## src/core/wave_map.svh

```systemverilog
// Offsets, field positions and reset values of the waveform block.
// Assumes it is included by bare name from core files only.
`ifndef WAVE_MAP_SVH
`define WAVE_MAP_SVH
`define ACS_OFFSET       8'hd8
`define ACS_RESET        8'h00
`define ACS_CF_BIT       7
`define ACS_CR_BIT       6
`define CMR_OFFSET       8'hd9
`define CMR_RESET        8'h40
`define CMR_TB_LSB       1
`define MMR_BASE         8'hda
`define CPL_BASE         8'he0
`define CPH_BASE         8'he8
`define MMR_RESET        8'h00
`define MMR_PWM16_BIT    7
`define MMR_ECOM_BIT     6
`define MMR_TOG_BIT      2
`define MMR_PWM_BIT      1
`define TB_DIV12         3'h0
`define TB_DIV4          3'h1
`define TB_SYSCLK        3'h4
`define DIV12_COUNT      4'hb
`define DIV4_COUNT       4'h3
`endif

```

## src/core/wave_pkg.sv

```systemverilog
// Types for the waveform block.
// Assumes nothing beyond a SystemVerilog compiler.
package wave_pkg;
   typedef enum logic [3:0] {
      MODE_OFF   = 4'b0001,
      MODE_FREQ  = 4'b0010,
      MODE_PWM8  = 4'b0100,
      MODE_PWM16 = 4'b1000
   } wave_mode_e;
   typedef struct packed {
      logic       wr;
      logic       rd;
      logic [7:0] addr;
      logic [7:0] wdata;
   } sfr_req_s;
endpackage

```

## src/core/wave_array.sv

```systemverilog
// Counter array with per-module waveform outputs and special function registers.
// Assumes a single-cycle register port driven from core_clk logic; no pins need sync.
//
// Summary of operation
// - Square wave toggles every high-byte counter clocks
// - High byte zero means 256 clocks
// - Low byte match toggles, adds high byte
// - Enable, toggle, pulse bits select square wave
// - 8-bit pulse: low byte match drives high
// - 8-bit pulse: low byte overflow drives low
// - Low byte wrap reloads compare low byte
// - Enable, pulse, not toggle, not wide select 8-bit pulse
// - Low write clears enable, high sets
// - 8-bit duty is (256-high)/256
// - Enable clear holds pulse-mode output low
// - 16-bit: match high, overflow low
// - Enable, pulse, wide, not toggle bits select 16-bit
// - 16-bit duty is (65536-word)/65536
// - Match sets sticky module event flag
// - Counter wrap sets sticky overflow flag
// - Timebase field picks counter clock rate
`include "wave_map.svh"
module wave_array #(
   parameter int NMOD = 5
) (
   input  wire logic                core_clk,
   input  wire logic                sys_rst,
   input  wire wave_pkg::sfr_req_s  sfr_req,
   input  wire logic                timer0_ovf,
   output logic [7:0]               sfr_rdata,
   output logic [NMOD-1:0]          module_output_pin
);
   // ***********************************************************
   // Registers
   // ***********************************************************
   logic [7:0]      acs_r, acs_nxt;
   logic [7:0]      cmr_r, cmr_nxt;
   logic [15:0]     cnt_r, cnt_nxt;
   logic [3:0]      pre_r, pre_nxt;
   logic [7:0]      mmr_r [NMOD], mmr_nxt [NMOD];
   logic [7:0]      cpl_r [NMOD], cpl_nxt [NMOD];
   logic [7:0]      cph_r [NMOD], cph_nxt [NMOD];
   logic [NMOD-1:0] pin_r, pin_nxt;
   logic [7:0]      rd_r, rd_nxt;
   logic            tick;

   function automatic wave_pkg::wave_mode_e decode_mode(input logic [7:0] m);
      if (!m[`MMR_ECOM_BIT] || !m[`MMR_PWM_BIT])
         decode_mode = wave_pkg::MODE_OFF;
      else if (m[`MMR_TOG_BIT])
         decode_mode = wave_pkg::MODE_FREQ;
      else if (m[`MMR_PWM16_BIT])
         decode_mode = wave_pkg::MODE_PWM16;
      else
         decode_mode = wave_pkg::MODE_PWM8;
   endfunction

   // ***********************************************************
   // Timebase and counter
   // ***********************************************************
   always_comb begin
      logic [2:0] tb;
      tb      = cmr_r[`CMR_TB_LSB +: 3];
      pre_nxt = pre_r;
      tick    = 1'b0;
      if (acs_r[`ACS_CR_BIT]) begin
         case (tb)
            `TB_DIV12, `TB_DIV4: begin
               if (pre_r == ((tb == `TB_DIV12) ? `DIV12_COUNT : `DIV4_COUNT)) begin
                  pre_nxt = 4'h0;
                  tick    = 1'b1;
               end else begin
                  pre_nxt = pre_r + 4'h1;
               end
            end
            `TB_SYSCLK: tick = 1'b1;
            default:    tick = timer0_ovf;
         endcase
      end
      cnt_nxt = tick ? cnt_r + 16'h0001 : cnt_r;
   end

   // ***********************************************************
   // Modules and register port
   // ***********************************************************
   always_comb begin
      wave_pkg::wave_mode_e md;
      logic                 hit;
      logic                 wrap8;
      logic                 wrap16;
      acs_nxt = acs_r;
      cmr_nxt = cmr_r;
      pin_nxt = pin_r;
      rd_nxt  = rd_r;
      md      = wave_pkg::MODE_OFF;
      hit     = 1'b0;
      wrap8   = tick && (cnt_r[7:0] == 8'hff);
      wrap16  = tick && (cnt_r == 16'hffff);
      for (int i = 0; i < NMOD; i++) begin
         mmr_nxt[i] = mmr_r[i];
         cpl_nxt[i] = cpl_r[i];
         cph_nxt[i] = cph_r[i];
      end
      // Software writes come first so hardware sets below win over clears
      if (sfr_req.wr) begin
         if (sfr_req.addr == `ACS_OFFSET)
            acs_nxt = sfr_req.wdata & 8'hdf;
         else if (sfr_req.addr == `CMR_OFFSET)
            cmr_nxt = sfr_req.wdata & 8'h8f;
         for (int i = 0; i < NMOD; i++) begin
            if (sfr_req.addr == `MMR_BASE + 8'(i)) begin
               mmr_nxt[i] = sfr_req.wdata;
            end else if (sfr_req.addr == `CPL_BASE + 8'(i)) begin
               cpl_nxt[i]                = sfr_req.wdata;
               mmr_nxt[i][`MMR_ECOM_BIT] = 1'b0;
            end else if (sfr_req.addr == `CPH_BASE + 8'(i)) begin
               cph_nxt[i]                = sfr_req.wdata;
               mmr_nxt[i][`MMR_ECOM_BIT] = 1'b1;
            end
         end
      end
      if (wrap16)
         acs_nxt[`ACS_CF_BIT] = 1'b1;
      for (int i = 0; i < NMOD; i++) begin
         md = decode_mode(mmr_r[i]);
         case (md)
            wave_pkg::MODE_FREQ: begin
               hit = tick && (cnt_r[7:0] == cpl_r[i]);
               if (hit) begin
                  pin_nxt[i] = ~pin_r[i];
                  // A zero high byte wraps back onto itself: 256 clocks
                  cpl_nxt[i] = cpl_r[i] + cph_r[i];
               end
            end
            wave_pkg::MODE_PWM8: begin
               hit = tick && (cnt_r[7:0] == cpl_r[i]);
               // Match beats wrap, so compare 0 reaches the match at count 0 = 100%
               if (wrap8) begin
                  pin_nxt[i] = 1'b0;
                  cpl_nxt[i] = cph_r[i];
               end
               if (cnt_nxt[7:0] == cpl_nxt[i] && tick)
                  pin_nxt[i] = 1'b1;
            end
            wave_pkg::MODE_PWM16: begin
               hit = tick && (cnt_r == {cph_r[i], cpl_r[i]});
               if (wrap16)
                  pin_nxt[i] = 1'b0;
               if (tick && cnt_nxt == {cph_r[i], cpl_r[i]})
                  pin_nxt[i] = 1'b1;
            end
            default: begin
               hit = 1'b0;
               // Pulse modes with enable cleared give 0% duty
               if (mmr_r[i][`MMR_PWM_BIT] && !mmr_r[i][`MMR_TOG_BIT])
                  pin_nxt[i] = 1'b0;
            end
         endcase
         if (hit)
            acs_nxt[i] = 1'b1;
      end
      if (sfr_req.rd) begin
         rd_nxt = 8'h00;
         if (sfr_req.addr == `ACS_OFFSET)
            rd_nxt = acs_r;
         else if (sfr_req.addr == `CMR_OFFSET)
            rd_nxt = cmr_r;
         for (int i = 0; i < NMOD; i++) begin
            if (sfr_req.addr == `MMR_BASE + 8'(i))
               rd_nxt = mmr_r[i];
            else if (sfr_req.addr == `CPL_BASE + 8'(i))
               rd_nxt = cpl_r[i];
            else if (sfr_req.addr == `CPH_BASE + 8'(i))
               rd_nxt = cph_r[i];
         end
      end
   end

   always_ff @(posedge core_clk) begin
      if (sys_rst) begin
         acs_r <= `ACS_RESET;
         cmr_r <= `CMR_RESET;
         cnt_r <= 16'h0000;
         pre_r <= 4'h0;
         pin_r <= '0;
         rd_r  <= 8'h00;
         for (int i = 0; i < NMOD; i++) begin
            mmr_r[i] <= `MMR_RESET;
            cpl_r[i] <= 8'h00;
            cph_r[i] <= 8'h00;
         end
      end else begin
         acs_r <= acs_nxt;
         cmr_r <= cmr_nxt;
         cnt_r <= cnt_nxt;
         pre_r <= pre_nxt;
         pin_r <= pin_nxt;
         rd_r  <= rd_nxt;
         for (int i = 0; i < NMOD; i++) begin
            mmr_r[i] <= mmr_nxt[i];
            cpl_r[i] <= cpl_nxt[i];
            cph_r[i] <= cph_nxt[i];
         end
      end
   end

   assign sfr_rdata         = rd_r;
   assign module_output_pin = pin_r;
endmodule

```

## config.mk

```make
export PLATFORM = sky130hd
export DESIGN_NAME = wave_array
export DESIGN_NICKNAME = d
export VERILOG_FILES = /design/src/core/wave_pkg.sv /design/src/core/wave_array.sv
export VERILOG_INCLUDE_DIRS = /design/src /design/src/core
export SDC_FILE = /design/constraint.sdc
export NUM_CORES = 1
export LEC_CHECK = 0
export BUFFER_PORTS_ARGS = -buffer_cell sky130_fd_sc_hd__clkbuf_2
export CORE_ASPECT_RATIO = 0.75
export CORE_MARGIN = 5
export CORE_UTILIZATION = 30
export DETAILED_ROUTE_END_ITERATION = 10
export PLACE_DENSITY = 0.47
export REMOVE_ABC_BUFFERS = 1
export SYNTH_ARGS = -nofsm -noshare
export SYNTH_HDL_FRONTEND = slang
export SYNTH_SLANG_ARGS = --single-unit
```

## constraint.sdc

```tcl
create_clock -name core_clk -period 9.1 [get_ports core_clk]
set_input_delay 0.455 -clock core_clk [delete_from_list [all_inputs] [get_ports core_clk]]
set_output_delay 0.455 -clock core_clk [all_outputs]
set_load 0.01 [all_outputs]
```

# --- Word-level counts from Yosys, hierarchy flattened ---
# Memories as Yosys holds them, arrays and structs flattened.
# Index checks and enable logic that the tools add are counted.
totals:
  out_inout_bits: 13
  latchBits: 0
  wordCells: 373
  mem_count: 3
  ramBits: 120
  in_bits: 21
  rom_bits: 0
  ff_bits: 46
mem_list:
  columns: ["memory", "words", "word_bits", "read_ports", "rd_clocked_by_memory_dff", "write_ports", "line", "rtl"]
  rows:
  - ["cph_r", 5, 8, 5, 0, 5, "wave_array.sv:42", "logic [7:0] cph_r [NMOD], cph_nxt [NMOD];"]
  - ["cpl_r", 5, 8, 5, 0, 5, "wave_array.sv:41", "logic [7:0] cpl_r [NMOD], cpl_nxt [NMOD];"]
  - ["mmr_r", 5, 8, 5, 0, 5, "wave_array.sv:40", "logic [7:0] mmr_r [NMOD], mmr_nxt [NMOD];"]
classes:
  n_addsub: 7
  order_cmp: 0
  n_div: 0
  shifts: 0
  n_reduce_logical: 85
  n_mux: 169
  mul: 0
  n_bitwise: 21
  eq_ne: 72
op_table:
  columns: ["operator", "count"]
  rows:
  - ["two-way mux 8 bit", 74]
  - ["== test 16 bit", 10]
  - ["== test 8 bit (second input constant)", 18]
  - ["two-way mux 40 bit", 3]
  - ["== test 8 bit", 10]
  - ["case mux 8 bit (2 select lines)", 5]
  - ["two-way mux 4 bit", 17]
  - ["two-way mux 1 bit", 53]
  - ["adder 8 bit", 5]
  - ["two-way mux 6 bit", 5]
  - ["!= test 3 bit (second input constant)", 10]
  - ["logical AND 1 bit", 27]
  - ["nonzero test 2 bit", 12]
  - ["== test 4 x 2 -> 1 bit (second input constant)", 5]
  - ["== test 4 x 3 -> 1 bit (second input constant)", 5]
  - ["== test 4 bit (second input constant)", 5]
  - ["AND reduction 4 bit", 5]
  - ["nonzero test 4 bit", 5]
  - ["adder 16 x 1 -> 16 bit (second input constant)", 1]
  - ["== test 16 bit (second input constant)", 1]
  - ["two-way mux 16 bit", 1]
  - ["AND reduction 2 bit", 8]
  - ["logical NOT 1 bit", 15]
  - ["OR 1 bit", 15]
  - ["12 further kinds", 39]

# --- Logic depth before layout (Yosys ltp) ---
logic_depth:
  ltp_word: 18
  ltp_mapped: 14
  depth_no_buf: 10

# --- Least setup slack after synthesis ---
# Ideal clock, no wire load.
synth_path:
  kind: "input port to flip-flop"
  from: "input port sfr_req[17] (netlist bit)"
  to: "register pin_r[2], in the netlist module_output_pin[2]"
  required_time_ns: 9.027
  stages: 10
  slack_ns: 5.660
  arrival_time_ns: 3.367
  path_cell_list: "buf_2 inv_2 nor4b_4 mux2_2 mux2i_1 xnor2_1 or4b_1 or4_1 a2111o_1 o211ai_2"
synth_between:
  elab_chain_cells: 7
  elab_cells_between_ends: 9
synth_lines:
  columns: ["element", "line", "rtl"]
  rows:
  - ["start: declaration", "wave_array.sv:28", "input wire wave_pkg::sfr_req_s sfr_req,"]
  - ["two-way mux 40 bit (*)", "wave_array.sv:105", "if (sfr_req.wr) begin"]
  - ["two-way mux 8 bit (*)", "wave_array.sv:138", "if (wrap8) begin"]
  - ["two-way mux 8 bit (*)", "wave_array.sv:126", "case (md)"]
  - ["== test 8 bit (*)", "wave_array.sv:142", "if (cnt_nxt[7:0] == cpl_nxt[i] && tick)"]
  - ["logical AND 1 bit (*)", "wave_array.sv:142", null]
  - ["!= test 3 bit (no line) or two-way mux 1 bit (tied branches)", null, null]
  - ["AND reduction 4 bit (no line) or case mux 1 bit (3 select lines) (tied branches)", null, null]
  - ["end signal: assignment", "wave_array.sv:197", "pin_r <= pin_nxt;"]
  - ["end: declaration", "wave_array.sv:43", "logic [NMOD-1:0] pin_r, pin_nxt;"]
# Mark *: on every way between the ends. The rest lies on a longest branch, timed or not. The select of a mux whose other input is x is not followed.
# A chain may end at the register's enable or synchronous reset.

# --- Final worst setup path ---
layout_path:
  from: "register cnt_r[2]"
  to: "register pin_r[1], in the netlist module_output_pin[1]"
layout_between:
  elab_chain_cells: 8
  elab_cells_between_ends: 21
layout_lines:
  columns: ["element", "line", "rtl"]
  rows:
  - ["start: declaration", "wave_array.sv:38", "logic [15:0] cnt_r, cnt_nxt;"]
  - ["start signal: assignment", "wave_array.sv:195", "cnt_r <= cnt_nxt;"]
  - ["parallel branches: the longest is 8 deep, another holds adder 16 x 1 -> 16 bit", null, null]
# Several ways; the timed one is not identified. The select of a mux whose other input is x is not followed.

==> summary.md <==
| Metric | Value |
|---|---|
| Most common cell in the synthesized netlist | a21oi_1 |
| Final hold vios | 0 |
| Flops & latches, synth | 166 |
| Mapped Avg Cell Area | 7.725 µm² |
| Top-Level Pins | 34 |
| Routed wire length | 67240 µm |
| Total chip power | 1.654 mW |
| GRT Total Usage | 25.54% |
| Cell row count | 68 |
| Die Width | 260.7 µm |
| 1st-pass router iterations | 8 |
| Area growth from synthesis to layout | 10.16% |
| DPL Wire Length | 47900 µm |
| Dominant synthesized flop cell | dfxtp_1 |
| Core Footprint | 46280 µm² |
| Clk buf depth | 2 |
| Vias in the first global route | 13.61k |
| Area share of the largest cell type after synthesis | 23.51% |
| Rel. slew slack | 7.426% |
| Reg2reg path depth | 10 |
| Hold Path Stages | 2 |
| Reg2Reg Launch Point | cnt_r[2] |
| Gates resized, CTS repair | 0 |
| Port Buffers | 33 |
| RSZ-0062 raised after global routing | false |
| Post-route ant nets | 0 |
| Type of origin of the critical path | flip-flop |
| Vias per cell | 6.066 |
| Sum Neg Setup Slack | 0 ps |
| Leakage power | 5.712 nW |
| Root buffer cell | clkbuf_16 |
| Worst skew pair latency | 480 ps |
| First-pass GRT wire length | 97050 µm |
| Routability cong. | 0.9832 |
| Async set-or-reset flop fraction in the synthesized netlist | 0% |
| Syn. warnings | 0 |
| Synth cell types | 86 |
| Reg2reg setup slack | 4120 ps |
| VDD IR max | 0.1230 mV |
| Hold Path End | cnt_r[2] |
| Worst-path fanout max | 17 |
| Via count of the routed design | 14.69k |
| Sinks on the clock net | 166 |
| Minimum clock period | 4976 ps |
| Clk_skew | 13.25 ps |
| Critical Path RT | 9460 ps |
| # hold bufs at CTS | 0 |
| Terminus of the critical flop-to-flop path | module_output_pin[1] |
| Die area | 51610 µm² |
| Die H | 198 µm |
| Drt wl/cell | 27.76 µm |
| Drc violations | 0 |
| # Max-Cap Violations | 0 |
| Hold WC Path Type | in -> reg |
| CTS tree | done |
| Clock transition at path regs | 80 ps |
| Postcts setup bufs | 0 |
| Fmax | 201.0 MHz |
| Largest net degree at the start of global routing | 75 |
| Antenna violations before repair | 1 |
| H-Tree Depth | 4 |
| Number of buffers created by CTS | 17 |
| Status | completed |
| Register area share after synthesis | 23.51% |
| Final Cycle Share | 54.68% |
| Min-delay src | sys_rst |
| WS Path Type | reg -> reg |
| Layout cell share with drive strength beyond 1 | 10.33% |
| DR iter-0 viols | 1803 |
| Synthesized cell area | 14140 µm² |
| Max-slew violations | 0 |
| Synth area leader | dfxtp_1 |
| Worst Tran Pin Value | 1385 ps |
| Starting Density | 30.54% |
| PD cells | 106.2 nW/µm² |
| Synth cell count leaders | a21oi_1, dfxtp_1, nand2_1 |
| Total global routing overflow | 0 |
| Final setup viols | 0 |
| Post-synth EDFFs | 0 |
| Area contributors post-synth | dfxtp_1, xnor2_1, a21oi_1 |
| Post-Synthesis Cells | 1830 |
| # nets final | 1842 |
| Crit path capture type | flip-flop |
| CP arrival | 5340 ps |
==> area by class of cell <==
cell class	count	area (µm²)
antenna	1	2.502
clock buffer	21	460.4
clock inverter	10	168.9
fill	4956	30710
inverter	32	120.1
multi-input combinational	1477	10150
sequential	166	3323
tap	630	788.3
timing repair buffer	85	561.8
==> through the flow <==
step / area (µm²) / hold WS [ps] / cells / utilization (%) / setup WS, ps
2_1_floorplan: 13520 / 429.7 / 1675 / - / 3409
5_1_grt: 15570 / 299.8 / 2421 / 33.64 / 3907
3_3_place_gp: 14940 / 442.9 / 2390 / 32.28 / 4334
3_5_place_dp: 14940 / 448.9 / 2390 / 32.28 / 4252
4_1_cts: 15570 / 272.2 / 2421 / 33.64 / 4237
6_report: 15570 / 301.6 / 2422 / 33.65 / 4124
==> sequential cells by signal, summed over array words and instances, names as in the netlist <==
signal	flops
sfr_rdata	8
module_output_pin	5
mmr_r	40
cnt_r	16
cpl_r	40
cmr_r	6
acs_r	7
cph_r	40
pre_r	4
==> layer usage <==
layer | vias to the layer above | share of wire [%] | track usage (%)
met2 | 788 | 40 | 35.27
met1 | 7235 | 46 | 38.31
met4 | 0 | 2.3 | 7.021
met3 | 93 | 12 | 7.420
met5 | - | 0 | 0
li1 | 6576 | - | -
==> report_power, final <==
group	switching, mW	leakage (nW)	internal [mW]
clock	0.349	0.296	0.475
combinational	0.0749	4.08	0.0219
sequential	0.00385	1.34	0.729
total	0.428	5.71	1.23
==> layout by cell type, fill, tap and decap left out, types with 33 or more instances in the layout <==
cell type,synthesis,layout
a21oi_1,195,195
buf_4,2,52
dfxtp_1,166,166
ha_1,37,37
mux2i_1,66,66
nand2_1,158,158
nand3_1,119,119
nand4_1,33,33
nor2_1,146,146
o21ai_0,69,69
xnor2_1,125,124
xor2_1,67,67
==> worst max-delay path by stage <==
stage,startpoint,to,slack (ps)
floorplan,pre_r[0],module_output_pin[2],3410
global placement,cnt_r[1],module_output_pin[2],4330
detailed placement,cnt_r[1],module_output_pin[2],4250
CTS,cnt_r[1],module_output_pin[2],4240
global route,cnt_r[1],module_output_pin[2],3910
finish,cnt_r[2],module_output_pin[1],4120
==> logic make-up after synthesis <==
group | synth area share (%)
buffers and inverters | 5.204
xor gates and xnor gates | 15.20
AOI/OAI and AO/OA | 23.05
adders and majority gates | 3.983
and+or+nand+nor | 22.16
muxes | 6.903
DFF | 23.51
==> worst max-delay path, cell delays in order, from the launching register on <==
cell and delay, ps:
dfxtp_1 870, and4_1 680, nand3_1 480, buf_4 400
a211oi_2 810, xnor2_1 220, xnor2_1 170, nor4_1 250
a31oi_1 220, a221oi_1 350, mux2_2 370
(Power assumes the default switching activity.)
